`config.mk`:
```
export PLATFORM = sky130hd
export DESIGN_NAME = dtb_store
export DESIGN_NICKNAME = d
export VERILOG_FILES = /design/src/hw/dtb_pkg.sv /design/src/hw/dtb_fifo.sv /design/src/hw/dtb_store.sv
export SDC_FILE = /design/constraint.sdc
export NUM_CORES = 2
export LEC_CHECK = 0
export BUFFER_PORTS_ARGS = -buffer_cell sky130_fd_sc_hd__buf_2
export CAP_MARGIN = 20
export CELL_PAD_IN_SITES_DETAIL_PLACEMENT = 0
export CELL_PAD_IN_SITES_GLOBAL_PLACEMENT = 2
export CORE_AREA = 5 5 349 488
export CTS_BUF_LIST = sky130_fd_sc_hd__clkbuf_16
export DETAILED_ROUTE_END_ITERATION = 12
export DIE_AREA = 0 0 354 493
export HOLD_SLACK_MARGIN = 0.02
export PLACE_DENSITY_LB_ADDON = 0.1
export SETUP_SLACK_MARGIN = 0.05
export SLEW_MARGIN = 10
export SYNTH_ARGS = -nofsm -noshare
export SYNTH_HDL_FRONTEND = slang
export SYNTH_SLANG_ARGS = --single-unit
```
`constraint.sdc`:
```
create_clock -name clk_i -period 7.5 [get_ports clk_i]
set_input_delay 2.25 -clock clk_i [delete_from_list [all_inputs] [get_ports clk_i]]
set_output_delay 2.25 -clock clk_i [all_outputs]
set_load 0.02 [all_outputs]
```
`src/hw/dtb_pkg.sv`:
```
// Package with constants and carrier types of the debug trace buffer store.
package dtb_pkg;
  // Trace store geometry.
  localparam int DEPTH = 64;
  localparam int LINE_W = 20;
  localparam int ADDR_W = 18;
  localparam int FIFO_DEPTH = 16;
  // Bit position where the compressed upper address starts (64-byte block).
  localparam int BLK_LSB = 6;
  // Reset value of the line counter.
  localparam logic [6:0] CNT_RST = 7'h00;
  // Size and direction flag encodings.
  localparam logic SZ_WORD = 1'b0;
  localparam logic SZ_BYTE = 1'b1;
  localparam logic DIR_WRITE = 1'b0;
  localparam logic DIR_READ = 1'b1;
  // Compressed mode information codes.
  localparam logic [1:0] INF_BASE = 2'h0;
  localparam logic [1:0] INF_ONE = 2'h1;
  localparam logic [1:0] INF_TWO = 2'h2;
  localparam logic [1:0] INF_THREE = 2'h3;

  // Trace modes selected by trace_mode_select.
  typedef enum logic [1:0] {
    MODE_NORMAL = 2'h0,
    MODE_LOOP1 = 2'h1,
    MODE_DETAIL = 2'h2,
    MODE_COMPRESSED = 2'h3
  } dtb_mode_type;

  // Kinds of change of flow reported by the core at instruction completion.
  typedef enum logic [2:0] {
    COF_NONE = 3'h0,
    COF_COND_SRC = 3'h1,
    COF_INDEXED_DST = 3'h2,
    COF_DIRECT = 3'h3,
    COF_RETURN_DST = 3'h4,
    COF_VECTOR = 3'h5,
    COF_DEBUG_VECTOR = 3'h6,
    COF_UNCOND = 3'h7
  } dtb_cof_type;

  // Execute status from the core.
  typedef struct packed {
    logic valid;
    dtb_cof_type kind;
    logic [17:0] addr;
    logic opcode;
  } dtb_exec_type;

  // Bus cycle status from the core.
  typedef struct packed {
    logic valid;
    logic free_cycle;
    logic fetch_cycle;
    logic byte_access;
    logic read;
    logic [17:0] addr;
    logic [15:0] data;
  } dtb_bus_type;

  // Trace control bits.
  typedef struct packed {
    logic trace_source_enable;
    logic trigger_alignment_select;
    dtb_mode_type trace_mode_select;
  } dtb_ctrl_type;
endpackage

```
`src/hw/dtb_fifo.sv`:
```
// Parameterised valid/ready FIFO built from flip-flops.
`timescale 1ns/100ps
module dtb_fifo #(
  parameter int WIDTH = 20,
  parameter int DEPTH = 16
) (
  input wire logic clk_i,
  input wire logic rst_i,
  input wire logic flush_i,
  input wire logic in_valid_i,
  output logic in_ready_o,
  input wire logic [WIDTH-1:0] in_data_i,
  output logic out_valid_o,
  input wire logic out_ready_i,
  output logic [WIDTH-1:0] out_data_o
);
  localparam int AW = $clog2(DEPTH);
  // Refuses depths that the wrap-bit pointers cannot serve.
  if (DEPTH < 2 || (1 << AW) != DEPTH) begin
    $error("FIFO depth must be a power of two");
  end
  // Storage and pointers with one extra wrap bit.
  logic [WIDTH-1:0] mem [DEPTH];
  logic [AW:0] wr_ptr;
  logic [AW:0] rd_ptr;
  wire full = (wr_ptr[AW] != rd_ptr[AW]) && (wr_ptr[AW-1:0] == rd_ptr[AW-1:0]);
  wire empty = (wr_ptr == rd_ptr);
  wire push = in_valid_i && !full;
  wire pop = out_ready_i && !empty;
  assign in_ready_o = !full;
  assign out_valid_o = !empty;
  assign out_data_o = mem[rd_ptr[AW-1:0]];
  // Pointer update; flush drops all queued lines.
  always_ff @(posedge clk_i or posedge rst_i) begin
    if (rst_i) begin
      wr_ptr <= '0;
      rd_ptr <= '0;
    end else if (flush_i) begin
      wr_ptr <= '0;
      rd_ptr <= '0;
    end else begin
      if (push) wr_ptr <= wr_ptr + (AW+1)'(1);
      if (pop) rd_ptr <= rd_ptr + (AW+1)'(1);
    end
  end
  // Data storage has no reset.
  always_ff @(posedge clk_i) begin
    if (push) mem[wr_ptr[AW-1:0]] <= in_data_i;
  end
endmodule

```
`src/hw/dtb_store.sv`:
```
// Trace store logic of the debug module: line formatting, alignment and trace RAM.
`timescale 1ns/100ps
// Function
// - Begin alignment: nothing stored before final state
// - Begin alignment: stay armed until 64 lines
// - Begin alignment: store triggering change of flow
// - Tagged begin: trace at tag, break at end
// - End alignment: store until final, then disarm
// - End alignment: triggering change of flow not stored
// - End alignment: pointer wraps, overwrites oldest
// - Four modes, trace only when source enabled
// - Normal: store listed change-of-flow addresses
// - Normal: skip unconditional, direct and background
// - Normal entry: 18-bit address plus info
// - Destination stored at completion despite interrupt
// - Loop1: shadow register, drop repeated source
// - Loop1: keep repeated destinations and vectors
// - Detail: all accesses except free and fetch
// - Detail: size and direction info bits
// - Compressed: every opcode, full address per block
// - Compressed row: 2 info bits, 18 address
// - Detail: two lines per entry, count twice
// - Detail: byte low, word lower-address byte high
// - Shared line format; data line top field zero
// - Forced break latency may store extra opcodes
// - 64 by 20 circular RAM, counter advances
// - Size 0 word 1 byte; dir 0 write
// - Compressed codes 00 base, 01-11 increments
module dtb_store
  import dtb_pkg::*;
#(
  parameter int FIFO_W = LINE_W,
  parameter int FIFO_D = FIFO_DEPTH
) (
  input wire logic clk_i,
  input wire logic rst_i,
  input wire dtb_ctrl_type ctrl_i,
  input wire logic arm_i,
  input wire logic final_i,
  input wire logic tagged_i,
  input wire dtb_exec_type exec_i,
  input wire dtb_bus_type bus_i,
  input wire logic [5:0] rd_index_i,
  output logic [LINE_W-1:0] rd_line_o,
  output logic [6:0] trace_line_counter_o,
  output logic armed_o,
  output logic session_done_o,
  output logic break_req_o,
  output logic stall_o
);
  // Refuses a FIFO that cannot carry whole lines or absorb a burst.
  if (FIFO_W != LINE_W || FIFO_D < 4) begin
    $error("FIFO must be line wide and at least 4 deep");
  end

  // Session states.
  typedef enum logic [1:0] {
    ST_IDLE,
    ST_PRE,
    ST_POST,
    ST_DONE
  } dtb_state_type;
  dtb_state_type state;
  dtb_state_type next_state;

  // Trace RAM, write pointer and stored-line count.
  logic [LINE_W-1:0] ram [DEPTH];
  logic [5:0] wr_ptr;
  logic [6:0] count;
  // Lines written since the trigger in begin alignment.
  logic [6:0] post_count;
  // Loop1 shadow of the last stored address and its source flag.
  logic [17:0] shadow_addr;
  logic shadow_src;
  // Compressed mode base block and pending increments.
  logic [11:0] base_blk;
  logic base_valid;
  logic [1:0] pend_n;
  logic [17:0] pend;
  // Pending data line of a detail entry.
  logic data_pend;
  logic [LINE_W-1:0] data_line;
  // Compressed base line queued behind a flushed increment line.
  logic base_pend;
  logic [LINE_W-1:0] base_line;

  // Decoding of the control and status inputs.
  wire begin_al = ctrl_i.trigger_alignment_select;
  wire enabled = ctrl_i.trace_source_enable && arm_i;
  wire capturing = enabled && ((state == ST_PRE) || (state == ST_POST));
  wire mode_cof = (ctrl_i.trace_mode_select == MODE_NORMAL) ||
                  (ctrl_i.trace_mode_select == MODE_LOOP1);
  wire mode_loop = ctrl_i.trace_mode_select == MODE_LOOP1;
  wire mode_det = ctrl_i.trace_mode_select == MODE_DETAIL;
  wire mode_cmp = ctrl_i.trace_mode_select == MODE_COMPRESSED;

  // Change-of-flow classification: sources, destinations, vectors.
  wire cof_src = exec_i.kind == COF_COND_SRC;
  wire cof_vec = exec_i.kind == COF_VECTOR;
  wire cof_dst = (exec_i.kind == COF_INDEXED_DST) || (exec_i.kind == COF_RETURN_DST) ||
                 cof_vec;
  // Direct, unconditional and debug-vector kinds never qualify.
  wire cof_ok = exec_i.valid && (cof_src || cof_dst);
  // End alignment does not store the event on which the final state is entered.
  wire trig_drop = !begin_al && final_i;
  // Loop1 drops a source equal to the last stored line when that line is a source.
  wire loop_dup = mode_loop && cof_src && shadow_src && (shadow_addr == exec_i.addr);
  wire cof_store = capturing && mode_cof && cof_ok && !trig_drop && !loop_dup;

  // Detail mode: qualify bus cycles, format address and data lines.
  wire det_ok = capturing && mode_det && bus_i.valid && !bus_i.free_cycle &&
                !bus_i.fetch_cycle;
  wire det_size = bus_i.byte_access ? SZ_BYTE : SZ_WORD;
  wire det_dir = bus_i.read ? DIR_READ : DIR_WRITE;
  wire [LINE_W-1:0] det_addr_line = {det_size, det_dir, bus_i.addr};
  // Byte data goes low with the high byte cleared; words keep lower address high.
  wire [15:0] det_data = bus_i.byte_access ? {8'h00, bus_i.data[7:0]} : bus_i.data;
  wire [LINE_W-1:0] det_data_line = {4'h0, det_data};

  // Normal and loop1 line: source/destination, vector, 18-bit address.
  wire [LINE_W-1:0] cof_line = {cof_dst, cof_vec, exec_i.addr};

  // Compressed mode: every executed opcode, base line on block change.
  wire cmp_ok = capturing && mode_cmp && exec_i.valid && exec_i.opcode;
  // The first line after a pointer wrap also carries a base, as does the first line.
  wire cmp_new_base = !base_valid || (exec_i.addr[17:6] != base_blk) ||
                      (wr_ptr == 6'h00 && pend_n == 2'h0);
  wire [LINE_W-1:0] cmp_base_line = {INF_BASE, exec_i.addr};
  wire [LINE_W-1:0] cmp_inc_line = {pend_n, pend};
  wire [5:0] inc = exec_i.addr[5:0];

  // Line request towards the FIFO.
  logic lin_valid;
  logic [LINE_W-1:0] lin_data;
  logic lin_ready;
  logic out_valid;
  logic [LINE_W-1:0] out_data;
  wire flush = !enabled;

  // Selects the line that enters the FIFO this cycle.
  always_comb begin
    lin_valid = 1'b0;
    lin_data = '0;
    if (data_pend) begin
      lin_valid = 1'b1;
      lin_data = data_line;
    end else if (base_pend) begin
      lin_valid = 1'b1;
      lin_data = base_line;
    end else if (cof_store) begin
      lin_valid = 1'b1;
      lin_data = cof_line;
    end else if (det_ok) begin
      lin_valid = 1'b1;
      lin_data = det_addr_line;
    end else if (cmp_ok && cmp_new_base) begin
      lin_valid = 1'b1;
      // Pending increments are flushed first; the base follows next cycle.
      lin_data = (pend_n != 2'h0) ? cmp_inc_line : cmp_base_line;
    end else if (cmp_ok && pend_n == INF_TWO) begin
      lin_valid = 1'b1;
      lin_data = {INF_THREE, inc, pend[11:0]};
    end
  end

  // The core is held while the FIFO cannot take a line or a second line is queued.
  assign stall_o = enabled && (!lin_ready || data_pend || base_pend);

  dtb_fifo #(
    .WIDTH(FIFO_W),
    .DEPTH(FIFO_D)
  ) u_fifo (
    .clk_i(clk_i),
    .rst_i(rst_i),
    .flush_i(flush),
    .in_valid_i(lin_valid),
    .in_ready_o(lin_ready),
    .in_data_i(lin_data),
    .out_valid_o(out_valid),
    .out_ready_i(1'b1),
    .out_data_o(out_data)
  );

  // A line leaving the FIFO is written to the RAM this cycle.
  wire ram_we = out_valid && (state != ST_DONE);
  // Begin alignment ends the session after 64 lines following the trigger.
  wire post_full = begin_al && (state == ST_POST) && ram_we &&
                   (post_count == 7'(DEPTH - 1));

  // Session state sequencing.
  always_comb begin
    next_state = state;
    unique case (state)
      ST_IDLE: begin
        if (enabled) next_state = begin_al ? (final_i ? ST_POST : ST_PRE) : ST_PRE;
      end
      ST_PRE: begin
        if (!enabled) next_state = ST_IDLE;
        else if (final_i && begin_al) next_state = ST_POST;
        else if (final_i) next_state = ST_DONE;
      end
      ST_POST: begin
        if (!enabled) next_state = ST_IDLE;
        else if (post_full) next_state = ST_DONE;
      end
      ST_DONE: begin
        if (!arm_i) next_state = ST_IDLE;
      end
    endcase
  end

  // Begin alignment in the pre state stores nothing; only post lines count.
  wire begin_block = begin_al && (state != ST_POST);

  // State register.
  always_ff @(posedge clk_i or posedge rst_i) begin
    if (rst_i) state <= ST_IDLE;
    else state <= next_state;
  end

  // RAM pointer and counters; the pointer wraps over the oldest line.
  always_ff @(posedge clk_i or posedge rst_i) begin
    if (rst_i) begin
      wr_ptr <= '0;
      count <= CNT_RST;
      post_count <= '0;
    end else if (state == ST_IDLE && enabled) begin
      wr_ptr <= '0;
      count <= CNT_RST;
      post_count <= '0;
    end else if (ram_we && !begin_block) begin
      wr_ptr <= wr_ptr + 6'h01;
      if (count != 7'(DEPTH)) count <= count + 7'h01;
      if (state == ST_POST) post_count <= post_count + 7'h01;
    end
  end

  // RAM write port.
  always_ff @(posedge clk_i) begin
    if (ram_we && !begin_block) ram[wr_ptr] <= out_data;
  end

  // Detail data line, issued in the cycle after the address line.
  always_ff @(posedge clk_i or posedge rst_i) begin
    if (rst_i) begin
      data_pend <= 1'b0;
      data_line <= '0;
    end else if (lin_ready) begin
      data_pend <= det_ok && !data_pend && !cof_store;
      data_line <= det_data_line;
    end
  end

  // Loop1 shadow register follows every stored change-of-flow address.
  always_ff @(posedge clk_i or posedge rst_i) begin
    if (rst_i) begin
      shadow_addr <= '0;
      shadow_src <= 1'b0;
    end else if (flush) begin
      shadow_src <= 1'b0;
    end else if (cof_store && lin_ready && !data_pend) begin
      shadow_addr <= exec_i.addr;
      shadow_src <= cof_src;
    end
  end

  // Compressed mode base and increment packing; the oldest increment sits lowest.
  always_ff @(posedge clk_i or posedge rst_i) begin
    if (rst_i) begin
      base_blk <= '0;
      base_valid <= 1'b0;
      base_pend <= 1'b0;
      base_line <= '0;
      pend_n <= INF_BASE;
      pend <= '0;
    end else if (flush || !mode_cmp) begin
      base_valid <= 1'b0;
      base_pend <= 1'b0;
      pend_n <= INF_BASE;
    end else if (base_pend) begin
      // The queued base line leaves as soon as the FIFO takes it.
      if (lin_ready) base_pend <= 1'b0;
    end else if (cmp_ok && lin_ready && !data_pend && !cof_store && !det_ok) begin
      if (cmp_new_base && pend_n != 2'h0) begin
        // Increments leave now; the new base is queued so no opcode is lost.
        pend_n <= INF_BASE;
        pend <= '0;
        base_blk <= exec_i.addr[17:6];
        base_valid <= 1'b1;
        base_pend <= 1'b1;
        base_line <= cmp_base_line;
      end else if (cmp_new_base) begin
        base_blk <= exec_i.addr[17:6];
        base_valid <= 1'b1;
      end else if (pend_n == INF_TWO) begin
        pend_n <= INF_BASE;
        pend <= '0;
      end else begin
        pend_n <= pend_n + 2'h1;
        // Each new increment goes one field above the older ones.
        pend <= (pend_n == INF_BASE) ? {12'h000, inc} : {6'h00, inc, pend[5:0]};
      end
    end
  end

  // Outputs: readback, counter, session status and breakpoint request.
  assign rd_line_o = ram[rd_index_i];
  assign trace_line_counter_o = count;
  assign armed_o = (state == ST_PRE) || (state == ST_POST);
  assign session_done_o = state == ST_DONE;
  // A tagged begin-aligned session breaks only once storing completes.
  always_ff @(posedge clk_i or posedge rst_i) begin
    if (rst_i) break_req_o <= 1'b0;
    else break_req_o <= (state != ST_DONE) && (next_state == ST_DONE) &&
                        (!begin_al || tagged_i || post_full);
  end
endmodule

```
Yosys cells after proc, flatten, opt, wreduce, memory -nomap -nowiden --
Memories as Yosys holds them, arrays and structs flattened. Index checks and enable logic that the tools add are counted.
Storage, ports and cells: input bits 77, logic and storage cells 211, RAM bits 1600, output and inout port bits 31, register bits 121, memories 2
Memory list:
- ram | words 64, bits a word 20, rd ports 1, clocked after Yosys merged registers in 0, write ports 1, line dtb_store.sv:67 | logic [LINE_W-1:0] ram [DEPTH];
- u_fifo.mem | words 16, bits a word 20, rd ports 1, clocked after Yosys merged registers in 0, write ports 1, line dtb_fifo.sv:23 | logic [WIDTH-1:0] mem [DEPTH];
Operators by class: add/sub/neg operators 6, reduce and logical (&&, ||, !) cells 90, equality and inequality tests 27, bitwise logic cells 2, muxes and demuxes 66
Operators by type and width (number):
- 2-to-1 mux 20 bit | 7
- 2-to-1 mux 12 bit | 4
- logical AND 1 bit | 43
- 2-to-1 mux 7 bit | 6
- 2-to-1 mux 18 bit | 2
- 2-to-1 mux 2 bit | 15
- 2-to-1 mux 1 bit | 24
- 2-to-1 mux 5 bit | 4
- == test 18 bit | 1
- 2-to-1 mux 16 bit | 1
- adder 7 x 1 -> 7 bit (second input constant) | 2
- logical NOT 1 bit | 14
- == test 2 bit (second input constant) | 6
- logical OR 1 bit | 12
- 2-to-1 mux 6 bit | 2
- != test 12 bit | 1
- AND reduction 4 bit | 3
- nonzero test 2 bit | 6
- adder 5 x 1 -> 5 bit (second input constant) | 2
- != test 2 x 1 -> 1 bit (second input constant) | 4
- case mux 2 bit (4 select lines) | 1
- == test 7 x 6 -> 1 bit (second input constant) | 1
- != test 7 bit (second input constant) | 1
- adder 6 x 1 -> 6 bit (second input constant) | 1
- other kinds (17) | 28

Depth between registers and ports, before layout --
depth after elaboration 16, depth in mapped cells 11, mapped depth without buffers 8

Modules after synthesis --
Synthesis repeated with hierarchy kept, for this count alone.
Unflattened totals: cell total of the unflattened synthesis 3325, area, all modules 67947.7 um2
By module, submodules not included:
- dtb_store | seq. area each 41064.4 um2, times used 1, area an instance 54950.2 um2, cells each 2704
- dtb_fifo | seq. area each 9859.5 um2, times used 1, area an instance 12997.5 um2, cells each 621

Worst setup path after synthesis --
No wires, ideal clock.
path kind input port to output port, start in rd_index_i[0], end out rd_line_o[0], stages 6, required time 5.250 ns, buffers on the path 3, arrival time 4.472 ns, setup slack 0.778 ns, cells stage by stage clkbuf_1 -> clkbuf_1 -> buf_2 -> mux4_2 -> mux4_2 -> mux4_2
Between the ends: word-level cells in the longest chain between the ends 1
Ends and longest elaborated chain:
- start: declaration | line dtb_store.sv:43 | input wire logic [5:0] rd_index_i,
- memory (64 x 20 bit)
- end: declaration | line dtb_store.sv:44 | output logic [LINE_W-1:0] rd_line_o,
Every way passes these cells.

Final worst setup path --
start in rd_index_i[1], end out rd_line_o[10]
Same word-level chain as after synthesis.

==> results.yml <==
run_status:
  status: "finished clean"
routing:
  wirelength_mm: 183
  drc: 0
  vias: 31900
  ant_nets: 0
  dr.pass1.iters: 5
  drt_iter0_drc: 2426
  vias_per_cell: 5.71
  post_drt_wl_per_cell_um: 32.7
sta:
  drv_slew: 0
  fin_skew_ns: 0.0242
  min_period_ns: 7.20
  min_period_over_period_pct: 96.0
  hold_viol_final: 0
  tns_ns: 0
  layout_setup_ws_ns: 0.299
  rsz0062_at_grt: "no"
  whs_ns: 0.472
  finalSetupViolations: 0
  worstMarginPinSlew_ns: 1.05
  max_slew_margin_pct: 30.0
  clock.fmax_mhz: 139
placed_design:
  place_worst_setup_slack_ns: 0.248
  placed_area_um2: 71700
  place_congestion: 0.813
  placedCellCount: 5285
  io_buffers: 107
  dp_hpwl_mm: 111
worst_hold_path:
  min-delay-start: "data_line[15]$_DFFE_PP0N_"
  worst_hold_path_type: "register to register"
job:
  max-cap-violations: 0
global_route:
  grt_max_degree: 75
  grt_pass1_wl_mm: 259
  overflow: 0
  grt_usage_pct: 20.9
  grt_pass1_vias: 34200
  antenna_found_initial: 3
die:
  die_w_um: 354
  dieArea_um2: 175000
  rows: 177
  io_pins: 108
  core_area_um2: 165000
  start_util_pct: 40.7
  chipHeight_um: 493
synthesis:
  synth_fp_nets: 3134
  synth.avg_cell_area_um2: 22.1
  yosys_warnings: 0
  synth_top_family_by_area: "multiplexers"
  synthSimpleGateAreaFrac_pct: 2.51
  synth-seq-cells: 1715
  synth_seq_area_share_pct: 75.6
  synth_edf_count: 1600
  synth.area.mux_share_pct: 18.3
  synth_fa_ha_area_share_pct: 0.279
  syn_area_um2: 67300
  async_flop_share_pct: 6.71
  ys_types: 68
  synthCells: 3042
  synth_xor_area_share_pct: 0.715
  synth_compound_area_share_pct: 1.41
  synth_ff_type: "edfxtp_1"
worst_setup_path:
  crit_fanout: 31
  r2r_start: "base_pend$_DFF_PP0_"
  crit_start: "rd_index_i[1]"
  crit_required_ns: 5.25
  arrival_ns: 4.95
  endpoint_kind: "output port"
  critPathMostFrequentCell: "mux4_2"
  worstPathCellList: "buf_8 -> buf_12 -> buf_4 -> mux4_2 -> mux4_2 -> mux4_2 -> buf_2"
  critPathSlowestCell: "mux4_2"
  cp-start-kind: "input port"
  cpPeakStageDelay_ns: 0.58
  path_class: "input port to output port"
clock_tree:
  cts_tree: "yes"
  clk_latency_ns: 0.80
  clk_pin_slew_ns: 0.06
  cts_buffers: 167
  htree_levels: 4
  clock-sinks: 1715
  postCtsHoldBufs: 0
  clk_path_buf_depth: 3
  post-cts-setup-buffers: 0
  cts_resized: 0
  clockRootBuffer: "clkbuf_16"
finish:
  area_growth_pct: 14.5
  layout_common_cells: "edfxtp_1, mux4_2, clkbuf_16"
  fin_cells: 5596
  fin_nets: 3404
  design_area_um2: 77100
  final_core_util_pct: 46.6
  drive_gt1_share_pct: 33.4
  final_common_cell: "edfxtp_1"
pwr:
  power_mw: 19.9
  p_per_area_nw_per_um2: 258
  irDropWorstVdd_mv: 0.250
  leakage_nw: 24.6
[where the power goes]
part           total, mW  internal [mW]  leakage [nW]  switching, mW
Combinational       1.09          0.467          6.02          0.620
Clock               8.22           4.58          2.72           3.64
Sequential          10.6           10.5          15.8         0.0608
[logic make-up (layout without fill, tap and decap cells)]
logic type	count (synthesis)	count (layout)
AO/OA/AOI/OAI	144	144
flip-flops	1715	1715
other	0	1
AND/OR/NAND/NOR	357	357
buffers and inverters	179	584
multiplexers	577	577
adder cells (fa/ha/maj)	15	15
XOR/XNOR	55	55
[routing by layer]
layer	up-vias	share of wire, %	track usage [%]	wire (µm)
met5	-	0	0	0
met4	0	1.7	4.22	3180
met3	207	4.1	3.09	7580
met2	816	56	40.0	103000
met1	17600	38	25.2	69500
li1	13300	-	-	-
[synth_stat cells (18+ instances only)]
cell type,count,area share (%)
clkbuf_1,107,0.60
mux2_2,48,0.80
xor2_1,22,0.29
dfrtp_1,115,4.3
xnor2_1,33,0.43
nor2_1,114,0.64
mux4_2,520,17
edfxtp_1,1600,71
nand2_1,127,0.71
a21oi_1,32,0.24
and3_1,20,0.19
o21ai_0,43,0.32
buf_2,34,0.25
nand4_1,18,0.17
[critical path, delay by kind of cell]
kind                   cells  cell delay [ns]
muxes                      3             1.49
buffers and inverters      4             1.13
[worst paths after layout]
check | end | slack [ns] | cells after the start
min in group asynchronous | shadow_addr[11]$_DFFE_PP0P_ | 1.51 | 2
setup reg to reg | u_fifo.mem[14][4]$_DFFE_PP_ | 3.40 | 6
hold reg to reg | data_line[15]$_DFFE_PP0N_ | 0.47 | 2
setup / recovery | rd_line_o[10] | 0.30 | 7
hold / removal | data_line[15]$_DFFE_PP0N_ | 0.47 | 2
max in group asynchronous | u_fifo.rd_ptr[1]$_DFFE_PP0P_ | 4.84 | 4
[cell type report]
class                      count  area, µm²
timing repair buffer         266       2110
clock buffer                 170       4250
inverter                      14       55.1
antenna                        1       2.50
sequential                  1715      50900
multi-input combinational   1148      16000
fill                       13500      88300
clock inverter               134       1070
tap                         2148       2690
[registers in the layout, indices dropped and copies added (netlist names), 2 cells and up]
name / cells
pend: 12
u_fifo.rd_ptr: 5
u_fifo.wr_ptr: 5
shadow_addr: 18
post_count: 7
state: 2
trace_line_counter_o: 7
ram: 1280
u_fifo.mem: 320
data_line: 16
wr_ptr: 6
pend_n: 2
base_line: 18
base_blk: 12
No activity file was read; power rests on OpenSTA's default activity.
